[src/design/acr_pkg.sv]
// Purpose: shared constants and types of the converter control block
// Assumes: 32-bit AHB-Lite register bus, one clock
// Notes:   offsets are byte addresses
package acr_pkg;

    localparam int          DATA_W         = 32;
    localparam int          REG_W          = 8;
    localparam int          IRQ_N          = 3;

    // register byte offsets
    localparam logic [11:0] OFS_CTRL       = 12'h000;
    localparam logic [11:0] OFS_INTERRUPT_ENABLE_CLEAR   = 12'h004;
    localparam logic [11:0] OFS_INTERRUPT_ENABLE_SET   = 12'h008;
    localparam logic [11:0] OFS_INTFLAG    = 12'h00C;
    localparam logic [11:0] OFS_SYNCPEND   = 12'h010;
    localparam logic [11:0] OFS_STATUS     = 12'h014;

    // converter_control fields
    localparam int          CTRL_ONREQ     = 7;
    localparam int          CTRL_STDBY     = 6;
    localparam int          CTRL_ENABLE    = 1;
    localparam int          CTRL_SOFT_RESET_BIT     = 0;

    // sync_pending_flags fields
    localparam int          SP_ENABLE      = 1;
    localparam int          SP_SOFT_RESET_BIT       = 0;

    // interrupt source positions
    localparam int          IRQ_WINDOW_MONITOR_IRQ     = 2;
    localparam int          IRQ_OVERRUN    = 1;
    localparam int          IRQ_RESULT_READY_IRQ     = 0;

    // status fields
    localparam int          ST_RUN         = 0;
    localparam int          ST_ENEFF       = 1;

    // reset values
    localparam logic [7:0]  CTRL_RST       = 8'h00;
    localparam logic [2:0]  INTEN_RST      = 3'h0;

    // synchronisation delay
    localparam int          SYNC_NS        = 75;
    localparam int          CLK_NS         = 25;
    localparam int          SYNC_CYC       = (SYNC_NS + CLK_NS - 1) / CLK_NS;

    typedef struct packed {
        logic window_monitor_irq;
        logic overrun_irq;
        logic result_ready_irq;
    } acr_evt_t;

    typedef struct packed {
        logic on_request_operation;
        logic run_in_standby;
        logic enable;
    } acr_ctrl_t;

endpackage

[src/design/acr_top.sv]
// Purpose: converter control and interrupt enable with AHB-Lite registers
// Assumes: peripheral requests and events come from logic on clk_sys
// Notes:   reads take one wait state, writes none
// Operation
// - on-request mode runs only while requested
// - otherwise runs continuously while enabled
// - standby without run-in-standby halts converter
// - run-in-standby keeps normal mode choice
// - mode bits apply at once, no pending
// - enable takes effect after sync delay
// - enable reads back at once; pending flag
// - writing 0 to enable-clear does nothing
// - writing 1 clears that interrupt enable
// - set and clear share one state
// - enable-clear reads back enable state
// - irq when flag and enable set
// - write protection; enable/reset synchronised
`timescale 1ns/1ps
`default_nettype none
module acr_top (
    input  wire logic                        clk_sys,
    input  wire logic                        rst_n,
    input  wire logic                        hsel,
    input  wire logic [31:0]                 haddr,
    input  wire logic [1:0]                  htrans,
    input  wire logic                        hwrite,
    input  wire logic [2:0]                  hsize,
    input  wire logic [31:0]                 hwdata,
    input  wire logic                        hready,
    output logic                             hreadyout,
    output logic                             hresp,
    output logic [31:0]                      hrdata,
    input  wire logic                        periph_req,
    input  wire logic                        standby_sleep,
    input  wire logic                        write_protect,
    input  wire acr_pkg::acr_evt_t           evt,
    output logic                             converter_run,
    output logic                             irq
);
    logic                      dp_wr_r;
    logic                      dp_rd_r;
    logic                      rd_done_r;
    logic [11:0]               dp_addr_r;
    logic                      addr_ok;
    acr_pkg::acr_ctrl_t        ctrl_r;
    logic [2:0]                inten_r;
    logic [2:0]                flag_r;
    logic                      en_busy;
    logic                      en_done;
    logic                      en_eff;
    logic                      sr_busy;
    logic                      sr_done;
    logic                      soft_rst_n;
    logic                      wr_ok;
    logic                      wr_ctrl;
    logic                      wr_clr;
    logic                      wr_set;
    logic                      rd_cap;
    logic                      rd_flag;
    logic [2:0]                evt_v;
    logic [31:0]               rd_val;
    logic                      mode_on;

    // soft reset acts like rst_n once its delay has run
    assign soft_rst_n = rst_n && !sr_done;
    assign evt_v      = evt;

    // bus address phase
    assign addr_ok = hsel && htrans[1] && hready;

    always_ff @(posedge clk_sys)
    begin
        if (!rst_n)
        begin
            dp_wr_r   <= 1'b0;
            dp_rd_r   <= 1'b0;
            dp_addr_r <= '0;
        end
        else if (hreadyout)
        begin
            dp_wr_r   <= addr_ok && hwrite;
            dp_rd_r   <= addr_ok && !hwrite;
            dp_addr_r <= addr_ok ? haddr[11:0] : dp_addr_r;
        end
    end

    // one wait state lets a read see the previous write
    always_ff @(posedge clk_sys)
    begin
        if (!rst_n)
        begin
            rd_done_r <= 1'b0;
        end
        else
        begin
            rd_done_r <= dp_rd_r && !rd_done_r;
        end
    end

    assign hreadyout = !(dp_rd_r && !rd_done_r);
    assign hresp     = 1'b0;
    assign rd_cap    = dp_rd_r && !rd_done_r;
    assign rd_flag   = rd_cap && dp_addr_r == acr_pkg::OFS_INTFLAG;

    assign wr_ok   = dp_wr_r && !write_protect && !sr_busy;
    assign wr_ctrl = wr_ok && dp_addr_r == acr_pkg::OFS_CTRL;
    assign wr_clr  = wr_ok && dp_addr_r == acr_pkg::OFS_INTERRUPT_ENABLE_CLEAR;
    assign wr_set  = wr_ok && dp_addr_r == acr_pkg::OFS_INTERRUPT_ENABLE_SET;

    always_ff @(posedge clk_sys)
    begin
        if (!soft_rst_n)
        begin
            ctrl_r <= acr_pkg::acr_ctrl_t'(3'b000);
        end
        else if (wr_ctrl)
        begin
            ctrl_r.on_request_operation <= hwdata[acr_pkg::CTRL_ONREQ];
            ctrl_r.run_in_standby       <= hwdata[acr_pkg::CTRL_STDBY];
            ctrl_r.enable               <= hwdata[acr_pkg::CTRL_ENABLE];
        end
    end

    acr_sync #(
        .DELAY   (acr_pkg::SYNC_CYC)
    ) u_en_sync (
        .clk_sys (clk_sys),
        .rst_n   (soft_rst_n),
        .start   (wr_ctrl && hwdata[acr_pkg::CTRL_ENABLE] != ctrl_r.enable),
        .value   (hwdata[acr_pkg::CTRL_ENABLE]),
        .busy    (en_busy),
        .done    (en_done),
        .out_val (en_eff)
    );

    acr_sync #(
        .DELAY   (acr_pkg::SYNC_CYC)
    ) u_sr_sync (
        .clk_sys (clk_sys),
        .rst_n   (rst_n),
        .start   (wr_ctrl && hwdata[acr_pkg::CTRL_SOFT_RESET_BIT]),
        .value   (1'b1),
        .busy    (sr_busy),
        .done    (sr_done),
        .out_val ()
    );

    always_ff @(posedge clk_sys)
    begin
        if (!soft_rst_n)
        begin
            inten_r <= acr_pkg::INTEN_RST;
        end
        else if (wr_clr)
        begin
            inten_r <= inten_r & ~hwdata[2:0];
        end
        else if (wr_set)
        begin
            inten_r <= inten_r | hwdata[2:0];
        end
    end

    // sticky flags, a read clears them, a new event wins
    always_ff @(posedge clk_sys)
    begin
        if (!soft_rst_n)
        begin
            flag_r <= 3'h0;
        end
        else if (rd_flag)
        begin
            flag_r <= evt_v;
        end
        else
        begin
            flag_r <= flag_r | evt_v;
        end
    end

    assign irq = |(flag_r & inten_r);

    always_comb
    begin
        mode_on = ctrl_r.on_request_operation ? periph_req : 1'b1;
        if (!en_eff)
        begin
            converter_run = 1'b0;
        end
        else if (standby_sleep && !ctrl_r.run_in_standby)
        begin
            converter_run = 1'b0;
        end
        else
        begin
            converter_run = mode_on;
        end
    end

    // read mux
    always_comb
    begin
        rd_val = 32'h0000_0000;
        if (dp_addr_r == acr_pkg::OFS_CTRL)
        begin
            rd_val[acr_pkg::CTRL_ONREQ]  = ctrl_r.on_request_operation;
            rd_val[acr_pkg::CTRL_STDBY]  = ctrl_r.run_in_standby;
            rd_val[acr_pkg::CTRL_ENABLE] = ctrl_r.enable;
        end
        else if (dp_addr_r == acr_pkg::OFS_INTERRUPT_ENABLE_CLEAR || dp_addr_r == acr_pkg::OFS_INTERRUPT_ENABLE_SET)
        begin
            rd_val[2:0] = inten_r;
        end
        else if (dp_addr_r == acr_pkg::OFS_INTFLAG)
        begin
            rd_val[2:0] = flag_r;
        end
        else if (dp_addr_r == acr_pkg::OFS_SYNCPEND)
        begin
            rd_val[acr_pkg::SP_ENABLE] = en_busy;
            rd_val[acr_pkg::SP_SOFT_RESET_BIT]  = sr_busy;
        end
        else if (dp_addr_r == acr_pkg::OFS_STATUS)
        begin
            rd_val[acr_pkg::ST_RUN]   = converter_run;
            rd_val[acr_pkg::ST_ENEFF] = en_eff;
        end
    end

    always_ff @(posedge clk_sys)
    begin
        if (!rst_n)
        begin
            hrdata <= 32'h0000_0000;
        end
        else if (rd_cap)
        begin
            hrdata <= rd_val;
        end
    end

    property p_onreq_idle;
        @(posedge clk_sys) disable iff (!rst_n)
        ctrl_r.on_request_operation && !periph_req |-> !converter_run;
    endproperty
    a_onreq_idle: assert property (p_onreq_idle) else $error("runs without request");

    property p_always_on;
        @(posedge clk_sys) disable iff (!rst_n)
        en_eff && !ctrl_r.on_request_operation && !standby_sleep |-> converter_run;
    endproperty
    a_always_on: assert property (p_always_on) else $error("enabled but not running");

    property p_stdby_halt;
        @(posedge clk_sys) disable iff (!rst_n)
        standby_sleep && !ctrl_r.run_in_standby |-> !converter_run;
    endproperty
    a_stdby_halt: assert property (p_stdby_halt) else $error("runs in standby");

    property p_stdby_run;
        @(posedge clk_sys) disable iff (!rst_n)
        standby_sleep && ctrl_r.run_in_standby && en_eff
            && (periph_req || !ctrl_r.on_request_operation) |-> converter_run;
    endproperty
    a_stdby_run: assert property (p_stdby_run) else $error("halted in standby");

    property p_mode_nosync;
        @(posedge clk_sys) disable iff (!soft_rst_n)
        wr_ctrl && hwdata[acr_pkg::CTRL_ENABLE] == ctrl_r.enable
            && !hwdata[acr_pkg::CTRL_SOFT_RESET_BIT] && !en_busy && !sr_busy
            |=> !en_busy && !sr_busy
                && ctrl_r.on_request_operation == $past(hwdata[acr_pkg::CTRL_ONREQ]);
    endproperty
    a_mode_nosync: assert property (p_mode_nosync) else $error("mode bit delayed");

    property p_en_pending;
        @(posedge clk_sys) disable iff (!soft_rst_n)
        wr_ctrl && hwdata[acr_pkg::CTRL_ENABLE] != ctrl_r.enable
            |=> en_busy && ctrl_r.enable == $past(hwdata[acr_pkg::CTRL_ENABLE]);
    endproperty
    a_en_pending: assert property (p_en_pending) else $error("enable pending wrong");

    property p_en_land;
        @(posedge clk_sys) disable iff (!soft_rst_n)
        $fell(en_busy) |-> en_eff == ctrl_r.enable;
    endproperty
    a_en_land: assert property (p_en_land) else $error("enable not applied");

    property p_clr;
        @(posedge clk_sys) disable iff (!soft_rst_n)
        wr_clr |=> inten_r == ($past(inten_r) & ~$past(hwdata[2:0]));
    endproperty
    a_clr: assert property (p_clr) else $error("enable clear wrong");

    property p_rdback;
        @(posedge clk_sys) disable iff (!rst_n)
        rd_cap && dp_addr_r == acr_pkg::OFS_INTERRUPT_ENABLE_CLEAR |=> hrdata[2:0] == $past(inten_r);
    endproperty
    a_rdback: assert property (p_rdback) else $error("enable readback wrong");

    property p_irq;
        @(posedge clk_sys) disable iff (!rst_n)
        (flag_r[acr_pkg::IRQ_WINDOW_MONITOR_IRQ] && inten_r[acr_pkg::IRQ_WINDOW_MONITOR_IRQ]) |-> irq;
    endproperty
    a_irq: assert property (p_irq) else $error("irq missing");

    property p_irq_ovr;
        @(posedge clk_sys) disable iff (!rst_n)
        (flag_r[acr_pkg::IRQ_OVERRUN] && inten_r[acr_pkg::IRQ_OVERRUN]) |-> irq;
    endproperty
    a_irq_ovr: assert property (p_irq_ovr) else $error("overrun irq missing");

    property p_irq_res;
        @(posedge clk_sys) disable iff (!rst_n)
        (flag_r[acr_pkg::IRQ_RESULT_READY_IRQ] && inten_r[acr_pkg::IRQ_RESULT_READY_IRQ]) |-> irq;
    endproperty
    a_irq_res: assert property (p_irq_res) else $error("result irq missing");

    property p_set;
        @(posedge clk_sys) disable iff (!soft_rst_n)
        wr_set |=> inten_r == ($past(inten_r) | $past(hwdata[2:0]));
    endproperty
    a_set: assert property (p_set) else $error("enable set wrong");

    property p_wprot;
        @(posedge clk_sys) disable iff (!soft_rst_n)
        dp_wr_r && write_protect |=> $stable(ctrl_r) && $stable(inten_r);
    endproperty
    a_wprot: assert property (p_wprot) else $error("protected write landed");

    property p_soft_reset_bit;
        @(posedge clk_sys) disable iff (!rst_n)
        sr_done |=> ctrl_r == acr_pkg::acr_ctrl_t'(3'b000) && inten_r == acr_pkg::INTEN_RST
            && !sr_busy;
    endproperty
    a_soft_reset_bit: assert property (p_soft_reset_bit) else $error("soft reset incomplete");

endmodule
`default_nettype wire

[src/design/acr_sync.sv]
// Purpose: delayed hand-over of one control bit with a pending flag
// Assumes: start is a one-cycle pulse on clk_sys
// Notes:   a new start while pending restarts the delay
`timescale 1ns/1ps
`default_nettype none
module acr_sync #(
    parameter int DELAY = acr_pkg::SYNC_CYC
) (
    input  wire logic clk_sys,
    input  wire logic rst_n,
    input  wire logic start,
    input  wire logic value,
    output logic      busy,
    output logic      done,
    output logic      out_val
);
    localparam int CW = $clog2(DELAY + 1);

    generate
        if (DELAY < 1)
        begin : g_chk
            $error("acr_sync DELAY must be at least 1");
        end
    endgenerate

    logic [CW-1:0] cnt_r;
    logic          pend_r;

    always_ff @(posedge clk_sys)
    begin
        if (!rst_n)
        begin
            cnt_r   <= '0;
            busy    <= 1'b0;
            done    <= 1'b0;
            pend_r  <= 1'b0;
            out_val <= 1'b0;
        end
        else if (start)
        begin
            cnt_r  <= CW'(DELAY);
            busy   <= 1'b1;
            done   <= 1'b0;
            pend_r <= value;
        end
        else if (busy && cnt_r == CW'(1))
        begin
            cnt_r   <= '0;
            busy    <= 1'b0;
            done    <= 1'b1;
            out_val <= pend_r;
        end
        else
        begin
            cnt_r <= busy ? cnt_r - CW'(1) : cnt_r;
            done  <= 1'b0;
        end
    end

    property p_sync_done;
        @(posedge clk_sys) disable iff (!rst_n)
        start ##1 !start [*1] |-> ##[0:16] (done || start);
    endproperty
    a_sync_done: assert property (p_sync_done) else $error("sync never completed");

endmodule
`default_nettype wire

[config.mk]
export PLATFORM = sky130hd
export DESIGN_NAME = acr_top
export DESIGN_NICKNAME = d
export VERILOG_FILES = /design/src/design/acr_pkg.sv /design/src/design/acr_top.sv /design/src/design/acr_sync.sv
export SDC_FILE = /design/constraint.sdc
export NUM_CORES = 1
export LEC_CHECK = 0
export BUFFER_PORTS_ARGS = -buffer_cell sky130_fd_sc_hd__buf_2
export CORE_MARGIN = 5
export CORE_UTILIZATION = 41
export CTS_BUF_LIST = sky130_fd_sc_hd__clkbuf_8
export DETAILED_ROUTE_END_ITERATION = 16
export HOLD_SLACK_MARGIN = 0.02
export MAX_ROUTING_LAYER = met4
export PLACE_DENSITY_LB_ADDON = 0.1
export SYNTH_ARGS = -nofsm -noshare
export SYNTH_HDL_FRONTEND = slang
export SYNTH_SLANG_ARGS = --single-unit
[constraint.sdc]
create_clock -name clk_sys -period 1.4 [get_ports clk_sys]
set_clock_uncertainty 0.05 [all_clocks]
set_input_delay 0 -clock clk_sys [delete_from_list [all_inputs] [get_ports clk_sys]]
set_output_delay 0 -clock clk_sys [all_outputs]
set_load 0.005 [all_outputs]
==> results of run 1 <==
[cell usage after synthesis (all sizes together) (6+ instances only)]
master / instances
inv: 14
a21oi: 7
dfxtp: 38
nor2: 10
buf: 32
and2: 7
o21ai: 7
a21boi: 15
o31ai: 6
nand2: 38
clkbuf: 6
[worst paths after layout]
path	startpoint	endpoint	slack, ns	depth (start not counted)
min reg2reg	hrdata[0]	hrdata[0]	0.41	2
max reg2reg	dp_addr_r[10]	u_en_sync.pend_r	-0.17	6
max	dp_addr_r[10]	u_en_sync.pend_r	-0.17	6
min	hwdata[2]	flop	0.05	4
[power breakdown]
| group | total, µW | switching (µW) | internal, µW |
|---|---|---|---|
| registers | 1150 | 32.8 | 1110 |
| logic | 390 | 190 | 201 |
| clock network | 795 | 399 | 396 |
[registers in the layout (all words and copies together) (netlist names), named ones only]
| name | cells |
|---|---|
| flag_r | 3 |
| rd_done_r | 1 |
| dp_wr_r | 1 |
| ctrl_r | 3 |
| u_en_sync.busy | 1 |
| u_en_sync.out_val | 1 |
| u_en_sync.pend_r | 1 |
| u_sr_sync.done | 1 |
| u_sr_sync.cnt_r | 2 |
| dp_addr_r | 12 |
| u_sr_sync.busy | 1 |
| hrdata | 5 |
| dp_rd_r | 1 |
| u_en_sync.cnt_r | 2 |
[area by class of cell]
| cell class | instances | area share (%) |
|---|---|---|
| flip-flops and latches | 38 | 26.9 |
| clock inverters | 2 | 0.441 |
| clock buffers | 6 | 2.91 |
| repair buffers | 78 | 20.4 |
| well taps | 67 | 2.95 |
| inverters | 14 | 1.85 |
| multi-input cells | 184 | 44.6 |
[layout by cell type, fill, tap and decap left out, types with 2 or more instances in the layout]
master	n
a32oi_1	2
o31ai_2	5
nand3_1	3
clkbuf_8	6
buf_6	2
o211ai_1	4
nand4_1	2
a221oi_1	3
a31oi_4	2
and4_4	2
ha_1	2
inv_1	13
nor3_1	2
a22oi_1	2
buf_12	2
buf_2	36
nor2b_1	5
dlygate4sd3_1	20
xor2_1	2
conb_1	28
and2_1	7
a21oi_1	4
buf_4	18
nor3_2	2
nand2_1	36
mux2i_1	5
a21boi_1	3
nand2b_1	5
dfxtp_1	35
nand4b_4	2
nand2_4	2
dfxtp_2	3
o21ai_0	5
nor2_1	10
a21oi_2	3
a21boi_0	12
o21ai_1	2
[kinds of logic (layout without fill, tap and decap cells)]
logic type	count (synthesis)	count (layout)	synth area share (%)
adders and majority gates	2	2	1.21
and+or+nand+nor	89	90	23.5
AOI/OAI and AO/OA	57	57	20.0
xor gates and xnor gates	2	2	0.851
DFF	38	38	36.9
muxes	5	5	2.43
buffers and inverters	52	100	14.8
other	1	28	0.182
[worst register-to-register path, delay by kind of cell, from the launching register on]
family	cells	cell delay (ns)
buffers and inverters	2	0.26
flip-flops	1	0.34
AND/OR/NAND/NOR	3	0.63
AO/OA/AOI/OAI	1	0.22
[stage by stage]
step	cell area, µm²	setup WS [ns]
after detailed placement	2330	-0.193
after global routing	2840	-0.239
final	2840	-0.174
after floorplan	2190	-0.0540
after global placement	2330	-0.139
after CTS	2680	-0.147
[per-layer routing]
layer  wire length, µm  track usage [%]  vias to the layer above
li1                  -                -                      953
met5                 0                -                        -
met4                23             3.21                        0
met1              2290             20.2                      820
met3               307             3.33                        4
met2              2360             24.3                       62
[timing repair]
item	CTS	global route
setup endpoints to repair	22	31
hold buffers	20	0
buffers inserted	0	6
pin swaps	12	11
endpoints found under the hold margin	24	0
cloned	0	1
resized for setup	16	17
==> flow_metrics.py, run 1 <==
metrics = {
    "outcome": {
        "status": "finished with violations",
        "violations": "negative setup slack",
    },
    "finish": {
        "seqCellArea_um2": 764,
        "fill_cells": 443,
        "diodes": 0,
        "utilization_pct": 59.3,
        "area_growth_pct": 37.9,
        "drive_above_1_share_pct": 30.4,
        "nets": 403,
        "final_cells": 389,
        "multi_input_area_um2": 1270,
    },
    "sta": {
        "grt_setup_unrepaired": "true",
        "setup-tns-final_ns": -1.64,
        "hold_violations": 0,
        "finalSetupViolCount": 16,
        "fmaxAchievable_ghz": 0.635,
        "fin_crit_sh_pct": 112,
        "min_period_ns": 1.57,
        "hold_slack_ns": 0.0538,
        "setup_ws_ns": -0.174,
        "drv_slew": 0,
    },
    "placed_design": {
        "dp_hpwl_mm": 3.55,
        "io_buffers": 36,
        "dpl.cell_count": 354,
        "place.gp.congestion": 0.865,
    },
    "floorplanning": {
        "die_w_um": 80.9,
        "dieArea_um2": 6540,
        "start_util_pct": 43.0,
        "core_um2": 4790,
        "num_rows": 25,
        "die_h_um": 80.9,
        "ios": 116,
    },
    "route": {
        "routedWlPerCell_um": 12.8,
        "vias_per_cell": 4.73,
        "drt-pass1-iter-count": 4,
        "drc": 0,
        "via_count": 1839,
        "drtIter0Drc": 115,
        "ant_nets": 0,
        "wirelength_mm": 4.98,
    },
    "pwr": {
        "power_uw": 2330,
        "peakVddDrop_mv": 0.547,
        "cellLeakagePower_uw": 0.00117,
        "powerDensity_nw_per_um2": 821,
    },
    "critical_path": {
        "cp.required_ns": 1.55,
        "path_delay_family": "simple AND/OR/NAND/NOR gates",
        "cp.buffers_inverters": 2,
        "cp_slowest_stage_delay_ns": 0.34,
        "cp_max_fo": 5,
        "crit_arrival_ns": 1.72,
        "worstPathCellList": "nor4_4, buf_6, buf_12, and4_4, nand2_1, o311ai_1",
        "path_class": "flop to flop",
        "cp-end-kind": "flop",
        "start_kind": "flop",
        "critPathSlowestCell": "dfxtp_2",
    },
    "clock_tree": {
        "clock-sinks": 38,
        "clk_latency_ns": 0.28,
        "cts_tree": "yes",
        "h-tree-depth": 2,
        "cts_buffers": 5,
        "clock-root-buffer": "clkbuf_8",
        "clk_pin_slew_worst_paths_ns": 0.08,
        "cts_max_path_buffers": 2,
    },
    "synth": {
        "postSynthCellCount": 246,
        "synth_seq_area_share_pct": 36.9,
        "yosysWarnings": 0,
        "ys_seq_elements": 38,
        "synth_ff_type": "dfxtp_1",
        "synth_edf_count": 0,
        "avgSynthCellArea_um2": 8.37,
        "synth_area_leaders": "dfxtp_1, buf_4, nand2_1",
        "async_flop_share_pct": 0,
        "synth.largest_area_cell": "dfxtp_1",
        "ys_types": 46,
        "synth_top_area_share_pct": 36.9,
        "netlist_area_um2": 2060,
    },
    "global_route": {
        "grt_pass1_wl_mm": 7.69,
        "grt_max_degree": 25,
        "grt_pass1_vias": 1672,
        "overflow": 0,
        "grt_use_total_pct": 15.4,
        "grt_antenna_before_repair": 0,
    },
    "flow_run": {
        "max-cap-violations": 0,
    },
    "min_path": {
        "hp-class": "input port to flop",
    },
}
No activity file was read; power rests on OpenSTA's default activity.
==> inputs of run 2 (changes only) <==
CORE_UTILIZATION = 46   (was 41)
clock period = 1.6 ns   (was 1.4 ns; I/O delays follow)
==> run 2 against run 1 <==
Net effect:
- the flow now finishes without violations
- highest routed layer unchanged
- combinational power decreased by 27%
- maximum frequency grew 0.54%
- clock power rose by 4.3%
- design area down 6.7%
==> flow_metrics.py, run 2 (same netlist as run 1, synthesis figures left out) <==
metrics = {
    "pwr": {
        "powerDensity_nw_per_um2": 799,
        "peakVddDrop_mv": 0.351,
        "power_uw": 2120,
        "cellLeakagePower_uw": 0.00109,
    },
    "sta": {
        "hold_violations": 0,
        "setup_ws_ns": 0.0343,
        "fmaxAchievable_ghz": 0.639,
        "drv_slew": 0,
        "grt_setup_unrepaired": "true",
        "setup-tns-final_ns": 0,
        "min_period_ns": 1.57,
        "hold_slack_ns": 0.0468,
        "fin_crit_sh_pct": 97.9,
        "finalSetupViolCount": 0,
    },
    "global_route": {
        "grt_pass1_vias": 1576,
        "grt_antenna_before_repair": 0,
        "grt_max_degree": 24,
        "overflow": 0,
        "grt_use_total_pct": 16.1,
        "grt_pass1_wl_mm": 7.53,
    },
    "clock_tree": {
        "clk_latency_ns": 0.29,
        "clock-sinks": 38,
        "h-tree-depth": 2,
        "clk_pin_slew_worst_paths_ns": 0.08,
        "clock-root-buffer": "clkbuf_8",
        "cts_max_path_buffers": 2,
        "cts_tree": "yes",
        "cts_buffers": 5,
    },
    "floorplanning": {
        "ios": 116,
        "die_h_um": 76.9,
        "start_util_pct": 47.3,
        "dieArea_um2": 5920,
        "die_w_um": 76.9,
        "num_rows": 24,
        "core_um2": 4350,
    },
    "finish": {
        "seqCellArea_um2": 764,
        "area_growth_pct": 28.6,
        "final_common_cell": "nand2_1",
        "diodes": 0,
        "top_register": "dp_addr_r",
        "top_regs": "dp_addr_r: 12 flops, hrdata: 5 flops",
        "fill_cells": 428,
        "multi_input_area_um2": 1160,
        "drive_above_1_share_pct": 24.1,
        "largest_reg_flops": 12,
        "final_cell_mix": "nand2_1, buf_2, dfxtp_1",
        "final_cells": 363,
        "nets": 393,
    },
    "critical_path": {
        "crit_arrival_ns": 1.74,
        "r2r_start": "dp_addr_r[11]",
        "cp.required_ns": 1.77,
        "path_class": "flop to flop",
        "cp-end-kind": "flop",
        "worstRegToRegCells": 5,
        "cp_max_fo": 4,
        "critPathLaunch": "dp_addr_r[11]",
        "rrSetupSlack_ns": 0.03,
        "start_kind": "flop",
    },
    "route": {
        "routedWlPerCell_um": 13.0,
        "via_count": 1771,
        "drtIter0Drc": 120,
        "wirelength_mm": 4.70,
        "drt-pass1-iter-count": 4,
        "drc": 0,
        "ant_nets": 0,
        "vias_per_cell": 4.88,
    },
    "flow_run": {
        "max-cap-violations": 0,
    },
    "placed_design": {
        "dp_slack_ns": -0.0286,
        "dp_hpwl_mm": 3.44,
        "place.gp.congestion": 0.933,
        "dpl.cell_count": 334,
        "io_buffers": 36,
    },
    "min_path": {
        "hp-class": "input port to flop",
    },
    "outcome": {
        "status": "finished, final reports clean",
    },
}
[run 2: worst max-delay path, stage by stage, from the launching register on]
cell and delay, ns:
dfxtp_2 0.34, nor4_4 0.29, buf_4 0.17, nand4_1 0.09, or4_1 0.40, a31oi_1 0.16
[run 2: worst min-delay path by stage]
stage / startpoint / endpoint / slack [ns] / cells past startpoint
2_1_floorplan: evt[0] / flag_r[0] / 0.08 / 2
3_3_place_gp: evt[2] / flag_r[2] / 0.19 / 3
3_5_place_dp: evt[0] / flag_r[0] / 0.19 / 3
4_1_cts: hwdata[2] / flop / 0.03 / 4
5_1_grt: hwdata[2] / flop / 0.04 / 4
6_report: hwdata[2] / flop / 0.05 / 4
[run 2: power breakdown]
group	switching [µW]	internal (µW)	total, µW
combinational	144	140	284
clock	330	499	829
sequential	29.8	974	1000
total	503	1610	2120
[run 2: routing by layer]
metal	global-route usage (%)	wire [µm]	part of all wire, %	up-vias
met4	5.24	51	1.1	0
met1	20.8	2160	46	778
met3	4.57	314	6.7	6
met2	24.3	2180	46	56
met5	-	0	0	-
li1	-	-	-	931
[run 2: through the flow]
stage	util (%)	area, µm²
after floorplan	-	2160
after global placement	51.6	2250
after detailed placement	51.6	2250
after CTS	59.2	2580
after global routing	60.8	2650
final	60.8	2650
[run 2: layout make-up]
class	instances	share of cell area (%)
inverter	14	1.98
multi-input combinational	183	43.7
sequential	38	28.9
clock buffer	6	3.12
tap	52	2.46
timing repair buffer	69	18.8
clock inverter	1	1.13
[run 2: what timing repair did]
action | CTS | global route
resized for setup | 0 | 14
hold buffers | 21 | 0
endpoints found under the hold margin | 23 | 0
pin swaps | 1 | 3
setup endpoints to repair | 1 | 22
buffers inserted | 1 | 0
==> inputs of run 3 (changes only) <==
BUFFER_PORTS_ARGS = default   (was -buffer_cell sky130_fd_sc_hd__buf_2)
CORE_UTILIZATION = 60   (was 46)
DONT_BUFFER_PORTS = 1   (was default)
==> run 3 against run 2 <==
Net effect:
- critical path depth did not move
- utilization is 14 points higher
- clock power increased by 20%
- highest routed layer unchanged
- count of clock-buffer cells in the layout unchanged
==> flow_metrics.py, run 3 (same netlist as run 1, synthesis figures left out) <==
metrics = {
    "sta": {
        "finalSetupViolCount": 0,
        "tightest_slew_ns": 0.719,
        "setup-tns-final_ns": 0,
        "setup_ws_ns": 0.0287,
        "max_slew_margin_pct": 52.0,
        "hold_violations": 0,
        "fin_crit_sh_pct": 98.2,
        "fmaxAchievable_ghz": 0.636,
        "min_period_ns": 1.57,
        "grt_setup_unrepaired": "true",
        "drv_slew": 0,
    },
    "global_route": {
        "grt_max_degree": 26,
        "grt_use_total_pct": 21.1,
        "grt_pass1_wl_mm": 7.10,
        "grt_pass1_vias": 1501,
        "grt_antenna_before_repair": 0,
        "overflow": 0,
    },
    "floorplanning": {
        "start_util_pct": 61.7,
        "ios": 116,
        "dieArea_um2": 4700,
        "num_rows": 21,
        "die_h_um": 68.6,
        "core_um2": 3340,
        "die_w_um": 68.6,
    },
    "critical_path": {
        "cp_max_fo": 4,
        "path_class": "flop to flop",
        "crit_arrival_ns": 1.68,
        "critPathSlowestCell": "dfxtp_1",
        "cp_slowest_stage_delay_ns": 0.34,
        "r2r_start": "dp_addr_r[4]",
        "cp-end-kind": "flop",
        "worstPathCellList": "nor4b_4, buf_4, nand4_1, o211ai_1, o311ai_1",
        "start_kind": "flop",
        "critPathLaunch": "dp_addr_r[4]",
        "cp.required_ns": 1.71,
        "worstRegToRegCells": 5,
    },
    "route": {
        "drt-pass1-iter-count": 4,
        "drc": 0,
        "ant_nets": 0,
        "routedWlPerCell_um": 14.2,
        "via_count": 1712,
        "vias_per_cell": 5.30,
        "wirelength_mm": 4.59,
        "drtIter0Drc": 115,
    },
    "outcome": {
        "status": "finished, final reports clean",
    },
    "clock_tree": {
        "clk_latency_ns": 0.29,
        "cts_tree": "yes",
        "cts_max_path_buffers": 2,
        "h-tree-depth": 2,
        "cts_buffers": 5,
        "clock-root-buffer": "clkbuf_8",
        "clk_pin_slew_worst_paths_ns": 0.08,
        "clock-sinks": 38,
    },
    "placed_design": {
        "dpl.cell_count": 288,
        "place.gp.congestion": 0.855,
        "io_buffers": 0,
        "dp_hpwl_mm": 3.23,
        "dp_slack_ns": -0.0480,
    },
    "pwr": {
        "peakVddDrop_mv": 0.554,
        "cellLeakagePower_uw": 0.000957,
        "power_uw": 2240,
        "powerDensity_nw_per_um2": 903,
    },
    "finish": {
        "final_common_cell": "nand2_1",
        "final_cell_mix": "nand2_1, dfxtp_1, conb_1",
        "drive_above_1_share_pct": 14.1,
        "largest_reg_flops": 12,
        "top_regs": "dp_addr_r: 12 flops, hrdata: 5 flops",
        "diodes": 0,
        "top_register": "dp_addr_r",
        "final_cells": 323,
        "utilization_pct": 74.5,
        "area_growth_pct": 20.7,
        "nets": 358,
    },
    "min_path": {
        "worstHoldStart": "write_protect",
        "hp-class": "input port to flop",
        "min_path_cells": 4,
    },
    "flow_run": {
        "max-cap-violations": 0,
    },
}
## run 3: final cells by class
cell class              count  area [µm²]
inverters                  14        52.6
flip-flops and latches     38         764
clock buffers               6        82.6
well taps                  46        57.6
multi-input cells         183        1150
repair buffers             34         318
clock inverters             2        60.1
fillers                   255         852
## run 3: metal layers
layer / part of all wire, % / vias to the layer above / track usage (%)
met5: 0 / - / -
met4: 1.9 / 0 / 6.70
met3: 7.3 / 9 / 5.19
met2: 48 / 70 / 31.7
met1: 43 / 777 / 27.8
li1: - / 856 / -
## run 3: worst max-delay path, delay by kind of cell (launching register included)
family	cells	cell delay, ns
buffers and inverters	1	0.17
AO/OA/AOI/OAI	2	0.35
AND/OR/NAND/NOR	2	0.53
flip-flops	1	0.34
## run 3: what timing repair did
action                     4_1_cts  5_1_grt
setup endpoints to repair        6       23
hold buffers                    24        0
pin swaps                        2       13
hold endpoints to repair        38        0
setup buffers                    1        2
gates resized for setup          4       14
## run 3: per-stage QoR
| step | hold WS, ns | area [µm²] |
|---|---|---|
| 5_1_grt | 0.0554 | 2480 |
| 3_3_place_gp | 0.0760 | 2020 |
| 2_1_floorplan | 0.0795 | 2160 |
| 6_report | 0.0143 | 2480 |
| 3_5_place_dp | 0.0763 | 2020 |
| 4_1_cts | 0.0343 | 2430 |
## run 3: report_power, final
| part | total, µW | internal, µW | switching, µW |
|---|---|---|---|
| clock | 996 | 665 | 331 |
| sequential | 1000 | 974 | 30.9 |
| combinational | 244 | 112 | 132 |
| total | 2240 | 1750 | 494 |
## run 3: final timing paths
kind / end / slack (ns)
worst min register to register: dp_addr_r[8] / 0.44
worst min-delay path: flop / 0.01
worst max-delay path: u_en_sync.pend_r / 0.03
worst max register to register: u_en_sync.pend_r / 0.03
